<file path="config.mk">
export PLATFORM = sky130hd
export DESIGN_NAME = hbcfg_regs
export DESIGN_NICKNAME = d
export VERILOG_FILES = /design/src/verilog/hbcfg_pkg.sv /design/src/verilog/hbcfg_regs.sv /design/src/verilog/hbcfg_gd_reg.sv
export VERILOG_INCLUDE_DIRS = /design/src /design/src/verilog
export SDC_FILE = /design/constraint.sdc
export NUM_CORES = 1
export LEC_CHECK = 0
export BUFFER_PORTS_ARGS = -buffer_cell sky130_fd_sc_hd__buf_2
export CORE_ASPECT_RATIO = 0.5
export CORE_MARGIN = 2
export CORE_UTILIZATION = 52
export DETAILED_ROUTE_END_ITERATION = 16
export PLACE_DENSITY = 0.77
export SLEW_MARGIN = 20
export SYNTH_ARGS = -nofsm -noshare
export SYNTH_HDL_FRONTEND = slang
export SYNTH_SLANG_ARGS = --single-unit
</file>
<file path="constraint.sdc">
create_clock -name clk_i -period 1.4 [get_ports clk_i]
set_input_delay 0.21 -clock clk_i [delete_from_list [all_inputs] [get_ports clk_i]]
set_output_delay 0.21 -clock clk_i [all_outputs]
set_load 0.1 [all_outputs]
</file>
<file path="src/verilog/hbcfg_consts.svh">
// Frame layout, register addresses and field positions of the config bank
`ifndef HBCFG_CONSTS_SVH
`define HBCFG_CONSTS_SVH

// Frame: 4 address bits, watchdog bit, 11 data bits
`define HBCFG_ADDR_MSB     15
`define HBCFG_ADDR_LSB     12
`define HBCFG_SUB_BIT      10
`define HBCFG_DATA_W       11
`define HBCFG_NCH          6

// Register addresses
`define HBCFG_ADDR_MODE    4'h2
`define HBCFG_ADDR_SRC     4'h3
`define HBCFG_ADDR_CAL     4'h4
`define HBCFG_ADDR_GD_LO   4'h5
`define HBCFG_ADDR_GD_HI   4'ha

// Field positions inside the 11 data bits
`define HBCFG_CAL_DLY_LSB  7
`define HBCFG_CAL_PC_LSB   3
`define HBCFG_CAL_SEL_LSB  0
`define HBCFG_BLANK_LSB    8
`define HBCFG_IPCF_LSB     5
`define HBCFG_IPCR_LSB     2
`define HBCFG_TPC_LSB      0

// Calibration channel codes that park the unit
`define HBCFG_CAL_OFF_LO   3'h0
`define HBCFG_CAL_OFF_HI   3'h7

// Reset value of every stored field
`define HBCFG_RESET_VAL    11'h000

`endif

</file>
<file path="src/verilog/hbcfg_pkg.sv">
// Types shared by the gate-drive config bank
package hbcfg_pkg;

  typedef struct packed {
    logic [1:0] blank;
    logic [2:0] fall_ipc;
    logic [2:0] rise_ipc;
    logic [1:0] pc_time;
  } hbcfg_gd_t;

  typedef struct packed {
    logic [3:0] end_delay;
    logic [3:0] start_pc;
    logic [2:0] chan_sel;
  } hbcfg_cal_t;

  typedef struct packed {
    logic        valid;
    logic [15:0] word;
  } hbcfg_frame_t;

endpackage

</file>
<file path="src/verilog/hbcfg_regs.sv">
// Half-bridge PWM and gate-drive configuration register bank
`timescale 1ns/10ps
`include "hbcfg_consts.svh"

// Contract
// RULE1: Mode bit 0 full on, 1 PWM
// RULE2: Source code 00..11 picks PWM input 1..4
// RULE3: Bit 10 splits source register into A/B
// RULE4: Cal delay 0.35..3.35 us, 0.2 us steps
// RULE5: Cal pre-charge 50..1550 ns, 100 ns steps
// RULE6: Cal select 000/111 off, else channel
// RULE7: Blanking code selects 1..4 us
// RULE8: Fall pre-charge current code, eight levels
// RULE9: Rise pre-charge current code, eight levels
// RULE10: Pre-charge time code selects 100..400 ns
// RULE11: Host changes drive only while tri-stated
// RULE12: Write touches only addressed register bits
module hbcfg_regs
  import hbcfg_pkg::*;
(
  input  wire logic                         clk_i,
  input  wire logic                         resetn_i,
  input  wire logic                         frame_valid_i,
  input  wire logic [15:0]                  frame_word_i,
  input  wire logic [3:0]                   pwm_in_i,
  output logic      [`HBCFG_NCH-1:0]        pwm_mode_o,
  output logic      [2*`HBCFG_NCH-1:0]      pwm_src_sel_o,
  output logic      [`HBCFG_NCH-1:0]        chan_drive_o,
  output logic      [3:0]                   cal_end_delay_o,
  output logic      [3:0]                   cal_start_pc_o,
  output logic      [2:0]                   cal_chan_sel_o,
  output logic                              cal_enable_o,
  output logic      [`HBCFG_NCH-1:0]        cal_chan_onehot_o,
  output hbcfg_gd_t [`HBCFG_NCH-1:0]        gd_cfg_o
);

  // ****************************************
  // Frame decode
  // ****************************************
  hbcfg_frame_t                 frame;
  logic [3:0]                   addr;
  logic                         sub_b;
  logic [`HBCFG_DATA_W-1:0]     data;
  logic                         wr_mode;
  logic                         wr_src_a;
  logic                         wr_src_b;
  logic                         wr_cal;
  logic [3:0]                   pwm_in_s1_q;
  logic [3:0]                   pwm_in_s2_q;

  assign frame    = '{valid: frame_valid_i, word: frame_word_i};
  assign addr     = frame.word[`HBCFG_ADDR_MSB:`HBCFG_ADDR_LSB];
  assign sub_b    = frame.word[`HBCFG_SUB_BIT];
  assign data     = frame.word[`HBCFG_DATA_W-1:0];
  assign wr_mode  = frame.valid && addr == `HBCFG_ADDR_MODE;       // RULE12
  assign wr_src_a = frame.valid && addr == `HBCFG_ADDR_SRC
                    && !sub_b;                                      // RULE3
  assign wr_src_b = frame.valid && addr == `HBCFG_ADDR_SRC
                    && sub_b;                                       // RULE3
  assign wr_cal   = frame.valid && addr == `HBCFG_ADDR_CAL;        // RULE12

  // Channel a gate-drive address belongs to, or NCH when none
  function automatic logic [2:0] gd_chan(input logic [3:0] a);
    if (a >= `HBCFG_ADDR_GD_LO && a <= `HBCFG_ADDR_GD_HI) begin
      gd_chan = 3'(a - `HBCFG_ADDR_GD_LO);
    end else begin
      gd_chan = 3'(`HBCFG_NCH);
    end
  endfunction

  // ****************************************
  // Mode, source and calibration storage
  // ****************************************
  logic [`HBCFG_NCH-1:0]   mode_q;
  logic [2*`HBCFG_NCH-1:0] src_q;
  hbcfg_cal_t              cal_q;
  hbcfg_cal_t              cal_d;

  assign cal_d = '{end_delay: data[`HBCFG_CAL_DLY_LSB+:4],  // RULE4
                   start_pc:  data[`HBCFG_CAL_PC_LSB+:4],   // RULE5
                   chan_sel:  data[`HBCFG_CAL_SEL_LSB+:3]};

  always_ff @(posedge clk_i or negedge resetn_i) begin
    if (!resetn_i) begin
      mode_q <= 6'(`HBCFG_RESET_VAL);
    end else if (wr_mode) begin
      mode_q <= data[`HBCFG_NCH-1:0];                        // RULE1
    end
  end

  // Only bits 9:0 in sub-register A, bits 1:0 in B
  always_ff @(posedge clk_i or negedge resetn_i) begin
    if (!resetn_i) begin
      src_q <= 12'h000;
    end else if (wr_src_a) begin
      src_q[9:0] <= data[9:0];                               // RULE3
    end else if (wr_src_b) begin
      src_q[11:10] <= data[1:0];                             // RULE3
    end
  end

  always_ff @(posedge clk_i or negedge resetn_i) begin
    if (!resetn_i) begin
      cal_q <= hbcfg_cal_t'(`HBCFG_RESET_VAL);
    end else if (wr_cal) begin
      cal_q <= cal_d;                                        // RULE12
    end
  end

  // ****************************************
  // Per-channel gate-drive registers
  // ****************************************
  // Host must only rewrite these while the channel is tri-stated;
  // no lockout here, the enable lives in another bank.  RULE11
  hbcfg_gd_t [`HBCFG_NCH-1:0] gd_cfg;
  logic      [2:0]            gd_sel;

  assign gd_sel = gd_chan(addr);

  // ****************************************
  // PWM routing, input sync and outputs
  // ****************************************
  logic [`HBCFG_NCH-1:0] drive_d;
  logic [`HBCFG_NCH-1:0] cal_hot_d;
  logic                  cal_en_d;

  assign cal_en_d = cal_q.chan_sel != `HBCFG_CAL_OFF_LO
                    && cal_q.chan_sel != `HBCFG_CAL_OFF_HI;  // RULE6

  genvar g;
  generate
    for (g = 0; g < `HBCFG_NCH; g++) begin : g_ch
      hbcfg_gd_reg u_gd (
        .clk_i    (clk_i),
        .resetn_i (resetn_i),
        .wr_i     (frame.valid && !sub_b && gd_sel == 3'(g)),
        .data_i   (data),
        .cfg_o    (gd_cfg[g])
      );
      // Mode 0 holds the output fully on
      assign drive_d[g] = !mode_q[g]
                          || pwm_in_s2_q[src_q[2*g+:2]];     // RULE1 RULE2
      assign cal_hot_d[g] = cal_en_d
                            && cal_q.chan_sel == 3'(g + 1);  // RULE6
    end
  endgenerate

  // PWM pins are asynchronous to the logic clock
  always_ff @(posedge clk_i or negedge resetn_i) begin
    if (!resetn_i) begin
      pwm_in_s1_q <= 4'h0;
      pwm_in_s2_q <= 4'h0;
    end else begin
      pwm_in_s1_q <= pwm_in_i;
      pwm_in_s2_q <= pwm_in_s1_q;
    end
  end

  always_ff @(posedge clk_i or negedge resetn_i) begin
    if (!resetn_i) begin
      chan_drive_o      <= 6'h00;
      cal_enable_o      <= 1'b0;
      cal_chan_onehot_o <= 6'h00;
    end else begin
      chan_drive_o      <= drive_d;
      cal_enable_o      <= cal_en_d;
      cal_chan_onehot_o <= cal_hot_d;
    end
  end

  // Stored registers are already flops
  assign pwm_mode_o      = mode_q;
  assign pwm_src_sel_o   = src_q;
  assign cal_end_delay_o = cal_q.end_delay;
  assign cal_start_pc_o  = cal_q.start_pc;
  assign cal_chan_sel_o  = cal_q.chan_sel;
  assign gd_cfg_o        = gd_cfg;

endmodule // hbcfg_regs

</file>
<file path="src/verilog/hbcfg_gd_reg.sv">
// One channel's gate-drive configuration A register
`timescale 1ns/10ps
`include "hbcfg_consts.svh"

module hbcfg_gd_reg
  import hbcfg_pkg::*;
(
  input  wire logic                     clk_i,
  input  wire logic                     resetn_i,
  input  wire logic                     wr_i,
  input  wire logic [`HBCFG_DATA_W-1:0] data_i,
  output hbcfg_gd_t                     cfg_o
);

  hbcfg_gd_t cfg_q;
  hbcfg_gd_t cfg_d;

  // Bit 10 is fixed zero in this layout and dropped
  assign cfg_d = '{blank:    data_i[`HBCFG_BLANK_LSB+:2],   // RULE7
                   fall_ipc: data_i[`HBCFG_IPCF_LSB+:3],    // RULE8
                   rise_ipc: data_i[`HBCFG_IPCR_LSB+:3],    // RULE9
                   pc_time:  data_i[`HBCFG_TPC_LSB+:2]};    // RULE10

  always_ff @(posedge clk_i or negedge resetn_i) begin
    if (!resetn_i) begin
      cfg_q <= hbcfg_gd_t'(10'(`HBCFG_RESET_VAL));
    end else if (wr_i) begin
      cfg_q <= cfg_d;                                       // RULE12
    end
  end

  assign cfg_o = cfg_q;

endmodule // hbcfg_gd_reg

</file>
==> metrics.md <==
| Metric | Value |
|---|---|
| Crit path largest cell delay | 0.56 ns |
| Total grt overflow | 0 |
| Die Footprint | 0.009211 mm2 |
| Initial antenna violation count | 0 |
| Share of the cycle needed by the critical path after routing | 1.156 |
| Clock root buffer master | sky130_fd_sc_hd__clkbuf_16 |
| Critical-path cell with the highest stage delay | sky130_fd_sc_hd__or4_4 |
| Count of unresolved DRC violations after routing | 0 |
| LEAKAGE | 3.110 nW |
| Internal reg-to-reg setup slack | 0.21 ns |
| Hold Path Stages | 2 |
| Half-perimeter wire length after placement | 7281 um |
| Die Y-Extent | 68.87 um |
| First-pass iteration count of the detailed router | 4 |
| Number of gates on the worst path with buffers counted | 7 |
| Launching point of the worst reg2reg path | pwm_in_s2_q[3] |
| Achievable clock frequency | 617.7 MHz |
| Total Routed Length | 10690 um |
| Effective utilization at floorplan | 0.5412 |
| Setup skew after layout | 0.004218 ns |
| Overall fraction of global-route tracks in use | 0.2482 |
| Failing checks | negative setup slack |
| List of cells traversed by the critical path | buf_8, clkinvlp_4, buf_4, ha_4, or4_4, buf_6, mux2_4 |
| DRC violation total after the first TritonRoute iteration | 139 |
| Wire per inst | 20.02 um |
| Shortest clock period the worst path allows after layout | 1.619 ns |
| RePlAce Congestion | 0.8042 |
| CTS tree | yes |
| Worst r2r path cells | 2 |
| Worst min-delay path category | input port to flip-flop |
| Vias in the first global route | 2868 |
| Synthesized netlist net count | 282 |
| Power density relative to cell area | 2258 mW/mm2 |
| Buffer depth of the longest clock path | 2 |
| Cell area after synthesis | 0.004377 mm2 |
| Endpoint with the worst hold slack | cal_end_delay_o[3] |
| Crit. End Element | flip-flop |
| Min setup slack post-route | -0.2188 ns |
| RSZ-0062 raised after global routing | yes |
| Average cell area after synthesis | 17.23 um2 |
| Result of the run | complete, but fails checks |
| Min-Delay Startpoint | frame_word_i[10] |
| Die Wd | 133.7 um |
| Area growth from synthesis to layout | 39.82% |
| Post-synthesis register bit count | 110 |
| IO Count | 125 |
| Seq/Total Area, Yosys | 0.6289 |
| Reg-to-reg endpoint | chan_drive_o[2] |
| Peak supply drop | 0.001348 V |
| Number of buffer and inverter stages on the critical path | 4 |
| Path type of the worst setup path | input port to flip-flop |
| Setup violations, final | 60 |
| Worst slew pin tran | 0.5082 ns |
| Maximum Capacitance Violations | 0 |
| Clk pin slew, worst setup/hold paths | 0.07 ns |
| Core area | 0.008087 mm2 |
| Highest fanout seen on the critical path | 5 |
| H-tree levels | 3 |
| Port Buffer Count | 123 |
| Count of antenna diodes in the layout | 0 |
| Number of nets still failing antenna checks after routing | 0 |
| Number of max-slew violations in the final report | 0 |
| Slew HR | 0.6635 |
| Wire length of the first global-routing pass | 16440 um |
| Count of endpoints failing hold in the final timing report | 0 |
| Yosys cell types | 29 |
| Final TNS setup | -7.823 ns |
| Area of the multi-input gates | 0.001737 mm2 |
| Clock Sink Count | 110 |
| Proportion of layout cells with a drive suffix above 1 | 0.6991 |
| DR vias/cell | 5.217 |
| FP Rows | 23 |
| Total CTS buffers | 9 |
| Top cell family by delay on the critical path | simple AND/OR/NAND/NOR gates |
| FILL cells | 497 |
| Crit path required time | 1.63 ns |
| Number of warning messages in the yosys log | 0 |
| Arrival time of the worst setup path | 1.85 ns |
| Utilization after layout | 0.7568 |
| Nets | 445 |
| Critical path launch point type | input port |
| Gate count after technology mapping | 254 |
| Number of vias in the routed layout | 2786 |
| Clk Latency, worst-skew pair | 0.34 ns |
| Sequential cell area | 0.002786 mm2 |
| Pin count of the biggest net entering global routing | 42 |
==> final cells by class <==
cell class	instances	area share
clock inverters	4	0.01963
well taps	112	0.02290
multi-input cells	135	0.2838
flip-flops and latches	110	0.4553
inverters	3	0.002453
clock buffers	12	0.03864
repair buffers	158	0.1773
==> flip-flops by register name, indices dropped and copies added, names as in the netlist <==
name	cells
cal_chan_onehot_o	6
cal_chan_sel_o	3
cal_enable_o	1
cal_end_delay_o	4
cal_start_pc_o	4
chan_drive_o	6
g_ch.u_gd.cfg_o	60
pwm_in_s1_q	4
pwm_in_s2_q	4
pwm_mode_o	6
pwm_src_sel_o	12
==> cells in the final DEF (no fill, tap or decap), types with 2 or more instances in the layout <==
cell	count
sky130_fd_sc_hd__nor3b_1	3
sky130_fd_sc_hd__nand4_4	2
sky130_fd_sc_hd__mux4_2	6
sky130_fd_sc_hd__clkbuf_1	3
sky130_fd_sc_hd__ha_1	2
sky130_fd_sc_hd__nor3_4	2
sky130_fd_sc_hd__mux2_2	48
sky130_fd_sc_hd__buf_2	99
sky130_fd_sc_hd__dfrtp_1	95
sky130_fd_sc_hd__and3b_1	3
sky130_fd_sc_hd__mux2_4	41
sky130_fd_sc_hd__buf_4	27
sky130_fd_sc_hd__dfrtp_2	9
sky130_fd_sc_hd__nand2b_4	2
sky130_fd_sc_hd__nor2_1	2
sky130_fd_sc_hd__clkbuf_16	9
sky130_fd_sc_hd__bufinv_16	4
sky130_fd_sc_hd__clkbuf_4	11
sky130_fd_sc_hd__dfrtp_4	6
sky130_fd_sc_hd__buf_6	7
sky130_fd_sc_hd__dlygate4sd3_1	5
sky130_fd_sc_hd__ha_4	2
sky130_fd_sc_hd__or4_4	2
sky130_fd_sc_hd__nand2b_1	6
sky130_fd_sc_hd__and3_1	2
sky130_fd_sc_hd__buf_12	8
==> power by group <==
group | switching, W | internal [W] | total [W]
clock network | 0.00109 | 0.00193 | 0.00302
registers | 0.000419 | 0.00384 | 0.00426
logic | 0.00529 | 0.00125 | 0.00654
total | 0.00680 | 0.00702 | 0.0138
==> routing by layer <==
| metal | part of all wire | GRT usage | vias up |
|---|---|---|---|
| met1 | 0.44 | 0.3180 | 1455 |
| met4 | 0.017 | 0.09441 | 0 |
| met5 | 0 | 0 | - |
| met3 | 0.041 | 0.05556 | 17 |
| met2 | 0.51 | 0.4276 | 70 |
| li1 | - | - | 1244 |
==> cells by family after synthesis <==
logic type | count (synthesis) | synth area share
flops | 110 | 0.6289
mux | 95 | 0.2770
simple gates | 33 | 0.06175
buf+inv | 9 | 0.01115
fa+ha+maj | 5 | 0.01429
compound gates | 2 | 0.006861
==> metrics by stage <==
step / setup WS, ns / std cells / hold WS, ns / total power (W) / instance area [um2]
floorplan: -0.4601 / 254 / -0.08559 / 0.009614 / 4498
global placement: -0.5537 / 510 / 0.1576 / 0.01061 / 5520
detailed placement: -0.6239 / 510 / 0.1706 / 0.01072 / 5520
CTS: -0.2263 / 534 / 0.1392 / 0.01383 / 6050
global route: -0.2233 / 534 / 0.1466 / 0.01424 / 6120
finish: -0.2188 / 534 / 0.1468 / 0.01382 / 6120
==> repair_timing <==
| item | in CTS | in global routing |
|---|---|---|
| cloned | 1 | 0 |
| hold buffers | 5 | 0 |
| endpoints found under the hold margin | 28 | 0 |
| gates resized for setup | 27 | 21 |
| pin swaps | 4 | 4 |
| buffers inserted | 2 | 0 |
| endpoints found under the setup margin | 71 | 71 |
==> synth_stat cells (all sizes together) <==
master,n,share of area
buf,4,0.0069
nand4b,1,0.0020
clkbuf,2,0.0017
a31oi,1,0.0049
nand2,1,0.00086
and3,2,0.0029
ha,5,0.014
dfrtp,110,0.63
a31o,1,0.0020
nand3,1,0.0011
and4b,1,0.0026
mux4,6,0.031
nor3b,4,0.0080
nand2b,8,0.013
or4,2,0.0034
nor3,3,0.0086
and4,1,0.0020
inv,3,0.0026
nand4,2,0.0057
mux2,89,0.25
and2b,2,0.0037
nor2,2,0.0017
and3b,3,0.0060
==> worst max path at each step <==
stage | startpoint | end | slack, ns
detailed placement | frame_word_i[12] | g_ch[3].u_gd.cfg_o[2] | -0.62
CTS | frame_word_i[12] | g_ch[3].u_gd.cfg_o[2] | -0.23
floorplan | frame_word_i[12] | g_ch[2].u_gd.cfg_o[0] | -0.46
global placement | frame_word_i[12] | g_ch[2].u_gd.cfg_o[8] | -0.55
global route | frame_word_i[12] | g_ch[2].u_gd.cfg_o[6] | -0.22
finish | frame_word_i[12] | g_ch[3].u_gd.cfg_o[2] | -0.22
(Power assumes the default switching activity.)
